`src/shared/ext_irq_pkg.sv`:
```
// Constants, register map and encodings of the external pin interrupt unit.
package ext_irq_pkg;

  // Core clock period and the timing figures derived from it.
  localparam int unsigned CLK_PERIOD_NS    = 8;
  localparam int unsigned WDT_PERIOD_NS    = 1000;
  localparam int unsigned WDT_TICK_CYCLES  = WDT_PERIOD_NS / CLK_PERIOD_NS;
  localparam int unsigned MIN_PULSE_NS     = 50;
  localparam int unsigned MIN_PULSE_CYCLES =
    (MIN_PULSE_NS + CLK_PERIOD_NS - 1) / CLK_PERIOD_NS;
  localparam int unsigned STARTUP_CYCLES_DEF = 1024;
  localparam int unsigned STARTUP_CNT_W      = 16;
  localparam int unsigned WDT_CNT_W          = 8;

  localparam int unsigned NUM_PINS   = 8;
  localparam int unsigned NUM_LOWER  = 4;
  localparam int unsigned ADDR_W     = 3;
  localparam int unsigned DATA_W     = 8;

  // Register offsets.
  localparam logic [ADDR_W-1:0] LOWER_SENSE_OFS = 3'h0;
  localparam logic [ADDR_W-1:0] UPPER_SENSE_OFS = 3'h1;
  localparam logic [ADDR_W-1:0] MASK_OFS        = 3'h2;
  localparam logic [ADDR_W-1:0] FLAGS_OFS       = 3'h3;
  localparam logic [ADDR_W-1:0] GIE_OFS         = 3'h4;
  localparam logic [ADDR_W-1:0] PIN_LEVEL_OFS   = 3'h5;
  localparam logic [ADDR_W-1:0] WAKE_STAT_OFS   = 3'h6;

  // Field positions and reset values.
  localparam int unsigned GIE_BIT  = 0;
  localparam int unsigned WAKE_BIT = 0;
  localparam logic [DATA_W-1:0] LOWER_SENSE_RST = 8'h00;
  localparam logic [DATA_W-1:0] UPPER_SENSE_RST = 8'h00;
  localparam logic [DATA_W-1:0] MASK_RST        = 8'h00;
  localparam logic [DATA_W-1:0] FLAGS_RST       = 8'h00;
  localparam logic              GIE_RST         = 1'b0;

  // Two-bit sense select codes; code 1 is reserved on the lower pins.
  localparam logic [1:0] SENSE_LOW  = 2'h0;
  localparam logic [1:0] SENSE_ANY  = 2'h1;
  localparam logic [1:0] SENSE_FALL = 2'h2;
  localparam logic [1:0] SENSE_RISE = 2'h3;

endpackage

```
`src/shared/wake_if.sv`:
```
// Signals between the interrupt core and its power-down wake sampler.
`timescale 1ns/100ps
interface wake_if;
  logic pd;
  logic lvl_low;
  logic wake;
  logic busy;

  modport core  (output pd, output lvl_low, input wake, input busy);
  modport waker (input pd, input lvl_low, output wake, output busy);
endinterface

```
`src/logic/pd_wake_sampler.sv`:
```
// Samples a wake level twice on the watchdog tick and runs the start-up delay.
`timescale 1ns/100ps
module pd_wake_sampler
  import ext_irq_pkg::*;
#(
  parameter int unsigned STARTUP_CYCLES = STARTUP_CYCLES_DEF
) (
  input  wire logic clk_i,
  input  wire logic rstn_i,
  wake_if.waker     wk
);

  typedef enum logic [1:0] {W_IDLE, W_ONE, W_START, W_AWAKE} wake_state_e;

  typedef struct packed {
    wake_state_e              st;
    logic [WDT_CNT_W-1:0]     div;
    logic [STARTUP_CNT_W-1:0] cnt;
    logic                     wake;
  } waker_s;

  localparam logic [WDT_CNT_W-1:0] DIV_LAST = WDT_CNT_W'(WDT_TICK_CYCLES - 1);
  localparam logic [STARTUP_CNT_W-1:0] SU_LAST = STARTUP_CNT_W'(STARTUP_CYCLES - 1);

  waker_s st_reg;
  waker_s st_next;
  logic   tick;

  // The watchdog oscillator is modelled as a one-cycle enable every period.
  assign tick    = (st_reg.div == DIV_LAST);
  assign wk.wake = st_reg.wake;
  assign wk.busy = (st_reg.st != W_IDLE);

  always_comb begin
    st_next     = st_reg;
    st_next.div = tick ? '0 : st_reg.div + WDT_CNT_W'(1);
    unique case (st_reg.st)
      W_IDLE: begin
        st_next.wake = 1'b0;
        if (wk.pd && tick && wk.lvl_low) begin
          st_next.st = W_ONE;
        end
      end
      W_ONE: begin
        if (!wk.pd) begin
          st_next.st = W_IDLE;
        end else if (tick) begin
          st_next.st   = wk.lvl_low ? W_START : W_IDLE;
          st_next.wake = wk.lvl_low;
          st_next.cnt  = '0;
        end
      end
      W_START: begin
        // The level may vanish here; wake-up still completes unless power-down ends.
        if (!wk.pd) begin
          st_next.st   = W_IDLE;
          st_next.wake = 1'b0;
        end else if (st_reg.cnt == SU_LAST) begin
          st_next.st = W_AWAKE;
        end else begin
          st_next.cnt = st_reg.cnt + STARTUP_CNT_W'(1);
        end
      end
      W_AWAKE: begin
        if (!wk.pd) begin
          st_next.st   = W_IDLE;
          st_next.wake = 1'b0;
        end
      end
    endcase
  end

  always_ff @(posedge clk_i or negedge rstn_i) begin
    if (!rstn_i) begin
      st_reg <= '{st: W_IDLE, div: '0, cnt: '0, wake: 1'b0};
    end else begin
      st_reg <= st_next;
    end
  end

endmodule

```
`src/logic/ext_pin_irq_unit.sv`:
```
// External pin interrupt unit: sense decode, flags, masking and wake-up.
`timescale 1ns/100ps
module ext_pin_irq_unit
  import ext_irq_pkg::*;
#(
  parameter int unsigned STARTUP_CYCLES = STARTUP_CYCLES_DEF
) (
  input  wire logic                clk_i,
  input  wire logic                rstn_i,
  input  wire logic [NUM_PINS-1:0] ext_irq_pins_i,
  input  wire logic                io_clk_run_i,
  input  wire logic                power_down_i,
  input  wire logic                compat_mode_i,
  input  wire logic                ack_i,
  input  wire logic [2:0]          ack_pin_i,
  input  wire logic [ADDR_W-1:0]   addr_i,
  input  wire logic [DATA_W-1:0]   wdata_i,
  input  wire logic                we_i,
  input  wire logic                re_i,
  output logic      [DATA_W-1:0]   rdata_o,
  output logic                     irq_o,
  output logic      [NUM_PINS-1:0] irq_req_o,
  output logic                     wake_o
);

  typedef struct packed {
    logic [NUM_PINS-1:0]  sync1;
    logic [NUM_PINS-1:0]  sync2;
    logic [NUM_PINS-1:0]  prev;
    logic [DATA_W-1:0]    lower_sense_ctrl;
    logic [DATA_W-1:0]    upper_sense_ctrl;
    logic [NUM_PINS-1:0]  ext_irq_mask;
    logic [NUM_PINS-1:0]  ext_irq_flags;
    logic [NUM_LOWER-1:0] capture;
    logic                 global_irq_enable;
    logic [DATA_W-1:0]    rdata;
    logic                 irq;
    logic [NUM_PINS-1:0]  irq_req;
    logic                 wake;
  } unit_s;

  unit_s st_reg;
  unit_s st_next;

  logic [NUM_PINS-1:0]  level_mode;
  logic [NUM_PINS-1:0]  edge_hit;
  logic [NUM_PINS-1:0]  level_low;
  logic [NUM_PINS-1:0]  flag_clr;
  logic [NUM_PINS-1:0]  ack_clr;
  logic [NUM_PINS-1:0]  wr_clr;
  logic                 wr_flags;
  logic                 lvl_wake_any;
  logic                 edge_wake_any;

  wake_if wk ();

  pd_wake_sampler #(
    .STARTUP_CYCLES (STARTUP_CYCLES)
  ) u_waker (
    .clk_i  (clk_i),
    .rstn_i (rstn_i),
    .wk     (wk)
  );

  // Per-pin sense decode. The pin level is the pad itself, so a pin that the
  // port drives as an output still triggers, which gives a software interrupt.
  for (genvar i = 0; i < NUM_PINS; i++) begin : g_pin
    logic [1:0] sel;
    logic       rise;
    logic       fall;
    assign rise         = st_reg.sync2[i] & ~st_reg.prev[i];
    assign fall         = ~st_reg.sync2[i] & st_reg.prev[i];
    assign level_low[i] = ~st_reg.sync2[i];
    if (i < NUM_LOWER) begin : g_lower
      assign sel = st_reg.lower_sense_ctrl[2*i +: 2];
      // Lower edges ignore the I/O clock state and the reserved code is inert.
      always_comb begin
        unique case (sel)
          SENSE_LOW:  edge_hit[i] = 1'b0;
          SENSE_ANY:  edge_hit[i] = 1'b0;
          SENSE_FALL: edge_hit[i] = fall;
          SENSE_RISE: edge_hit[i] = rise;
        endcase
      end
    end else begin : g_upper
      assign sel = st_reg.upper_sense_ctrl[2*(i-NUM_LOWER) +: 2];
      always_comb begin
        unique case (sel)
          SENSE_LOW:  edge_hit[i] = 1'b0;
          SENSE_ANY:  edge_hit[i] = io_clk_run_i & (rise | fall);
          SENSE_FALL: edge_hit[i] = io_clk_run_i & fall;
          SENSE_RISE: edge_hit[i] = io_clk_run_i & rise;
        endcase
      end
    end
    assign level_mode[i] = (sel == SENSE_LOW);
    assign ack_clr[i]    = ack_i && (ack_pin_i == 3'(i));
    assign wr_clr[i]     = wr_flags && wdata_i[i];
    assign flag_clr[i]   = ack_clr[i] | wr_clr[i];
  end

  assign wr_flags = we_i && (addr_i == FLAGS_OFS);

  // Level wake candidates: enabled level pins held low during power-down.
  assign lvl_wake_any  = |(level_mode & level_low & st_reg.ext_irq_mask);
  assign edge_wake_any = |(st_reg.ext_irq_flags[NUM_LOWER-1:0]
                           & st_reg.ext_irq_mask[NUM_LOWER-1:0]);
  assign wk.pd         = power_down_i;
  assign wk.lvl_low    = lvl_wake_any;

  assign rdata_o   = st_reg.rdata;
  assign irq_o     = st_reg.irq;
  assign irq_req_o = st_reg.irq_req;
  assign wake_o    = st_reg.wake;

  always_comb begin
    logic [NUM_PINS-1:0] pend;
    logic [NUM_PINS-1:0] lvl_req;
    logic [NUM_PINS-1:0] flags_set;
    pend      = '0;
    lvl_req   = '0;
    flags_set = '0;
    st_next   = st_reg;

    // Two-stage synchroniser; only the second stage feeds any logic.
    st_next.sync1 = ext_irq_pins_i;
    st_next.sync2 = st_reg.sync1;
    st_next.prev  = st_reg.sync2;

    // Lower edges are caught first and reach the flag one cycle later. Two
    // sample stages at 8 ns keep every pulse wider than the minimum width.
    for (int i = 0; i < NUM_LOWER; i++) begin
      if (edge_hit[i]) begin
        st_next.capture[i] = 1'b1;
      end else if (flag_clr[i]) begin
        st_next.capture[i] = 1'b0;
      end
      flags_set[i] = st_reg.capture[i];
    end
    for (int i = NUM_LOWER; i < NUM_PINS; i++) begin
      flags_set[i] = edge_hit[i];
    end

    // Set beats clear on upper pins; on a lower pin clear wins unless a new edge comes that cycle; a level-sensed pin keeps its flag at zero.
    for (int i = 0; i < NUM_PINS; i++) begin
      if (level_mode[i]) begin
        st_next.ext_irq_flags[i] = 1'b0;
      end else if (flags_set[i] && !(i < NUM_LOWER && flag_clr[i])) begin
        st_next.ext_irq_flags[i] = 1'b1;
      end else if (flags_set[i]) begin
        st_next.ext_irq_flags[i] = edge_hit[i];
      end else if (flag_clr[i]) begin
        st_next.ext_irq_flags[i] = 1'b0;
      end
    end

    // Level requests are held back in power-down; the waker decides there,
    // and a level gone by the end of start-up simply never requests.
    lvl_req = level_mode & level_low & {NUM_PINS{~power_down_i}};
    pend    = (st_reg.ext_irq_flags | lvl_req) & st_reg.ext_irq_mask;
    st_next.irq_req = pend & {NUM_PINS{st_reg.global_irq_enable}};
    st_next.irq     = |st_next.irq_req;

    // Wake on a confirmed level or on a pending enabled lower edge.
    st_next.wake = wk.wake | (power_down_i & edge_wake_any);

    // Register writes. Sense changes are applied as written, so a change into level
    // sensing with the pin low requests at once; software is expected to mask first.
    if (we_i) begin
      unique case (addr_i)
        LOWER_SENSE_OFS: begin
          if (!compat_mode_i) begin
            st_next.lower_sense_ctrl = wdata_i;
          end
        end
        UPPER_SENSE_OFS: st_next.upper_sense_ctrl = wdata_i;
        MASK_OFS:        st_next.ext_irq_mask = wdata_i;
        GIE_OFS:         st_next.global_irq_enable = wdata_i[GIE_BIT];
        default: begin
        end
      endcase
    end

    // Read data stands in the cycle after the strobe only.
    st_next.rdata = '0;
    if (re_i) begin
      unique case (addr_i)
        LOWER_SENSE_OFS: begin
          st_next.rdata = compat_mode_i ? '0 : st_reg.lower_sense_ctrl;
        end
        UPPER_SENSE_OFS: st_next.rdata = st_reg.upper_sense_ctrl;
        MASK_OFS:        st_next.rdata = st_reg.ext_irq_mask;
        FLAGS_OFS:       st_next.rdata = st_reg.ext_irq_flags;
        GIE_OFS:         st_next.rdata[GIE_BIT] = st_reg.global_irq_enable;
        PIN_LEVEL_OFS:   st_next.rdata = st_reg.sync2;
        WAKE_STAT_OFS:   st_next.rdata[WAKE_BIT] = st_reg.wake;
        default:         st_next.rdata = '0;
      endcase
    end
  end

  always_ff @(posedge clk_i or negedge rstn_i) begin
    if (!rstn_i) begin
      st_reg <= '{
        sync1:             '1,
        sync2:             '1,
        prev:              '1,
        lower_sense_ctrl:  LOWER_SENSE_RST,
        upper_sense_ctrl:  UPPER_SENSE_RST,
        ext_irq_mask:      MASK_RST,
        ext_irq_flags:     FLAGS_RST,
        capture:           '0,
        global_irq_enable: GIE_RST,
        rdata:             '0,
        irq:               1'b0,
        irq_req:           '0,
        wake:              1'b0
      };
    end else begin
      st_reg <= st_next;
    end
  end

endmodule

```
`config.mk`:
```
export PLATFORM = sky130hd
export DESIGN_NAME = ext_pin_irq_unit
export DESIGN_NICKNAME = d
export VERILOG_FILES = /design/src/shared/ext_irq_pkg.sv /design/src/shared/wake_if.sv /design/src/logic/pd_wake_sampler.sv /design/src/logic/ext_pin_irq_unit.sv
export SDC_FILE = /design/constraint.sdc
export NUM_CORES = 1
export LEC_CHECK = 0
export BUFFER_PORTS_ARGS = -buffer_cell sky130_fd_sc_hd__buf_4
export CAP_MARGIN = 20
export CORE_MARGIN = 5
export CORE_UTILIZATION = 64
export DETAILED_ROUTE_END_ITERATION = 6
export GPL_TIMING_DRIVEN = 0
export HOLD_SLACK_MARGIN = 0.06
export PLACE_DENSITY = 0.87
export SYNTH_ARGS = -nofsm -noshare
export SYNTH_HDL_FRONTEND = slang
export SYNTH_SLANG_ARGS = --single-unit
```
`constraint.sdc`:
```
create_clock -name clk_i -period 5.95 [get_ports clk_i]
set_clock_uncertainty 0.2 [all_clocks]
set_input_delay 0.2975 -clock clk_i [delete_from_list [all_inputs] [get_ports clk_i]]
set_output_delay 0.2975 -clock clk_i [all_outputs]
set_load 0.03 [all_outputs]
```
==> impl_metrics.sql <==
INSERT INTO impl_metrics (metric_group, metric, value, unit) VALUES
('synth', 'synth_fp_nets', '514', ''),
('cells_and_area', 'finalCoreUtilization', '77.5', '%'),
('floorplanning', 'die_w', '99.8', 'um'),
('floorplanning', 'ioPinCount', '48', ''),
('synth', 'yosys-top-cells-area', 'sky130_fd_sc_hd__dfrtp_1 40%, sky130_fd_sc_hd__dfstp_2 12%, sky130_fd_sc_hd__mux2i_1 4.7%, sky130_fd_sc_hd__mux2_2 4.6%, sky130_fd_sc_hd__nand2_1 2.8%', ''),
('synth', 'synth.largest_area_cell', 'sky130_fd_sc_hd__dfrtp_1', ''),
('cts', 'postCtsResizedCells', '0', ''),
('floorplanning', 'chipHeight', '99.8', 'um'),
('worst_setup_path', 'reg2reg_slack', '3.62', 'ns'),
('sta', 'final_min_period_over_clock_period', '39.1', '%'),
('cells_and_area', 'fin_nets', '591', ''),
('synth', 'post_synth.cell_area_avg', '10.9', 'um2'),
('floorplanning', 'floorplan.die_area', '9950', 'um2'),
('synth', 'synthDistinctLibCells', '57', ''),
('floorplanning', 'initial_utilization', '66.1', '%'),
('grt', 'global_route.overflow_total', '0', ''),
('worst_setup_path', 'path_class', 'register to register', ''),
('worst_setup_path', 'timing.critical_path.slowest_stage_cell', 'sky130_fd_sc_hd__or4b_4', ''),
('placement', 'placement.cell_area', '5650', 'um2'),
('cts', 'htree_levels', '3', ''),
('power', 'power.clock.fraction', '25.9', '%'),
('power', 'comb_power_share', '19.9', '%'),
('detailed_routing', 'detail_route.iter0.violations', '374', ''),
('cells_and_area', 'largest_reg_flops', '29', ''),
('sta', 'slew_viol_final', '0', ''),
('worst_setup_path', 'critPathMaxStageDelay', '0.63', 'ns'),
('sta', 'setup_viol_count_final', '0', ''),
('sta', 'timing.fmax', '430', 'MHz'),
('worst_setup_path', 'worst_setup_path_end_kind', 'register', ''),
('cells_and_area', 'area_growth_syn_to_layout', '17.2', '%'),
('worst_setup_path', 'critPathRequiredTime', '6.04', 'ns'),
('synth', 'ys.warnings.count', '0', ''),
('cts', 'cts.root.buffer_cell', 'sky130_fd_sc_hd__clkbuf_8', ''),
('cts', 'clk_path_buf_depth', '2', ''),
('placement', 'globalplace.congestion', '0.938', ''),
('synth', 'synth-seq-cells', '106', ''),
('detailed_routing', 'drtAntennaViolNets', '0', ''),
('cts', 'cts.sink_count', '106', ''),
('power', 'share_seq_of_total_power', '54.1', '%'),
('floorplanning', 'fp-row-count', '32', ''),
('power', 'intPower', '1.20', 'mW'),
('run_status', 'outcome', 'finished, final reports clean', ''),
('sta', 'slew_headroom', '59.0', '%'),
('synth', 'postSynth.topFlopCell', 'sky130_fd_sc_hd__dfrtp_1', ''),
('floorplanning', 'core_area', '7810', 'um2'),
('worst_setup_path', 'critical-path-top-delay-family', 'simple AND/OR/NAND/NOR gates', ''),
('cells_and_area', 'fin_area', '6050', 'um2'),
('detailed_routing', 'route.detailed.wl_per_inst', '18.8', 'um'),
('worst_setup_path', 'critical_path.cell_chain', 'ha_1 -> nand4_2 -> or4b_4 -> buf_6 -> o21ai_1 -> mux2i_1', ''),
('detailed_routing', 'vias_per_cell', '6.35', ''),
('worst_setup_path', 'cp_data_arrival_time', '2.42', 'ns'),
('cells_and_area', 'drive_gt1_share', '23.6', '%'),
('grt', 'grt_first_pass_wirelength', '20600', 'um'),
('cts', 'cts-buffers-inserted', '9', ''),
('detailed_routing', 'totalWireLength', '12300', 'um'),
('synth', 'synth_seq_area_share', '52.0', '%'),
('detailed_routing', 'dr_total_vias', '4169', ''),
('sta', 'hold_viol', '0', ''),
('synth', 'async_flop_share', '100', '%'),
('detailed_routing', 'remaining_drc_errors', '0', ''),
('sta', 'worst_slew_pin_slew', '0.615', 'ns'),
('power', 'power.ir.vdd_worst', '143', 'uV'),
('synth', 'synthesized_netlist_cell_count', '473', ''),
('grt', 'grt_antenna_before_repair', '0', ''),
('sta', 'tns', '0', 'ns'),
('placement', 'post-dp-hpwl', '8550', 'um'),
('cells_and_area', 'insertedDiodeCount', '0', ''),
('grt', 'grt_max_degree', '60', ''),
('worst_setup_path', 'setup.worst_path.start_class', 'register', ''),
('cts', 'clock_latency', '0.37', 'ns'),
('worst_setup_path', 'cp_num_buf_inv', '1', '');
-- layout make-up --
type	instances	area, um2
Buffer	31	186
Clock buffer	11	141
Clock inverter	5	55.1
Fill cell	513	1760
Inverter	25	93.8
Multi-Input combinational cell	311	2190
Sequential cell	106	2680
Tap cell	102	128
Timing Repair Buffer	66	566
-- cells by family after synthesis --
logic type	count (synthesis)	synth area share [%]
and+or+nand+nor	152	15.9
adders and majority gates	11	2.67
xor gates and xnor gates	6	1.02
buffers and inverters	56	5.43
AOI/OAI and AO/OA	97	13.7
muxes	45	9.24
DFF	106	52.0
-- power groups by stage --
stage / Clock (mW) / Sequential [mW] / Combinational (mW)
floorplan: 0 / 0.912 / 0.214
global placement: 0 / 0.934 / 0.311
global route: 0.479 / 0.943 / 0.374
finish: 0.445 / 0.931 / 0.343
CTS: 0.449 / 0.926 / 0.340
detailed placement: 0 / 0.938 / 0.328
-- cell usage in the layout (no fill, tap or decap), types with 5 or more instances in the layout --
cell                            netlist  final
sky130_fd_sc_hd__o2bb2ai_1            7      7
sky130_fd_sc_hd__nor2b_1              5      5
sky130_fd_sc_hd__clkbuf_1            12     13
sky130_fd_sc_hd__a21oi_1             11     11
sky130_fd_sc_hd__inv_1               25     25
sky130_fd_sc_hd__nand2_1             39     39
sky130_fd_sc_hd__nor2_1              28     28
sky130_fd_sc_hd__o21ai_0             19     19
sky130_fd_sc_hd__dfstp_2             24     24
sky130_fd_sc_hd__dfrtp_1             82     82
sky130_fd_sc_hd__buf_4               16     61
sky130_fd_sc_hd__ha_1                11     11
sky130_fd_sc_hd__nand2b_1             9      9
sky130_fd_sc_hd__clkbuf_8             0     10
sky130_fd_sc_hd__nor4b_1              6      6
sky130_fd_sc_hd__mux2i_1             24     24
sky130_fd_sc_hd__a222oi_1             7      7
sky130_fd_sc_hd__mux2_2              21     21
sky130_fd_sc_hd__nand3_1             10     10
sky130_fd_sc_hd__dlygate4sd3_1        0     20
sky130_fd_sc_hd__nor3_1              12     12
sky130_fd_sc_hd__and3_1               6      6
sky130_fd_sc_hd__a22o_1               5      5
sky130_fd_sc_hd__nor4_1              15     15
sky130_fd_sc_hd__o21ai_1              8      8
sky130_fd_sc_hd__a32oi_1              5      5
sky130_fd_sc_hd__o22ai_1              5      5
-- repair_timing --
action                                  in CTS  in global routing
hold endpoints to repair                    76                  0
hold buffers                                20                  0
buffers inserted                             0                  0
endpoints found under the setup margin       0                  0
-- worst paths after layout --
check                                                 to                          start  cells past startpoint
min in group asynchronous         st_reg[19]$_DFFE_PN0P_                         rstn_i                      2
max reg2reg                u_waker.st_reg[9]$_DFFE_PN0P_  u_waker.st_reg[1]$_DFFE_PN0P_                      6
max in group asynchronous           st_reg[60]$_DFF_PN1_                         rstn_i                      3
min                                st_next[59]$_DFF_PN1_          st_next[67]$_DFF_PN1_                      0
min reg2reg                        st_next[59]$_DFF_PN1_          st_next[67]$_DFF_PN1_                      0
max                        u_waker.st_reg[9]$_DFFE_PN0P_  u_waker.st_reg[1]$_DFFE_PN0P_                      6
-- synthesized netlist by cell type, drive strengths merged (5+ instances only) --
library cell  number
dfstp             24
nor2b              5
a22o               5
o2bb2ai            7
ha                11
nor4b              6
o21ai             27
mux2i             24
nand2             39
inv               25
and3               6
nand2b             9
nand3             10
nor3              12
o22ai              5
dfrtp             82
clkbuf            12
a222oi             7
nor2              28
buf               19
nor4              16
a21oi             11
a32oi              5
nand4              5
mux2              21
-- per-layer routing --
layer,track usage [%],vias to the layer above,part of all wire [%],wire length [um]
met5,0,-,0,0
met4,12.7,0,3.5,430
met3,3.54,42,6.8,845
met2,45.5,209,51,6250
met1,31.9,2048,39,4810
li1,-,1870,-,-
-- worst reg2reg max path, delay by kind of cell (launching register included) --
| kind | cells | cell delay, ns |
|---|---|---|
| AND/OR/NAND/NOR | 2 | 0.85 |
| AO/OA/AOI/OAI | 1 | 0.16 |
| buffers and inverters | 1 | 0.17 |
| multiplexers | 1 | 0.21 |
| adder cells (fa/ha/maj) | 1 | 0.25 |
| flip-flops | 1 | 0.43 |
-- through the flow --
stage	worst slack, ns	hold WS (ns)	power (mW)	cells
finish	3.62	0.161	1.72	657
global placement	3.55	0.145	1.24	620
detailed placement	3.52	0.148	1.27	621
CTS	3.63	0.149	1.72	657
global route	3.50	0.164	1.80	657
floorplan	3.92	-0.198	1.13	473
Power figures use the tool's default switching activity.
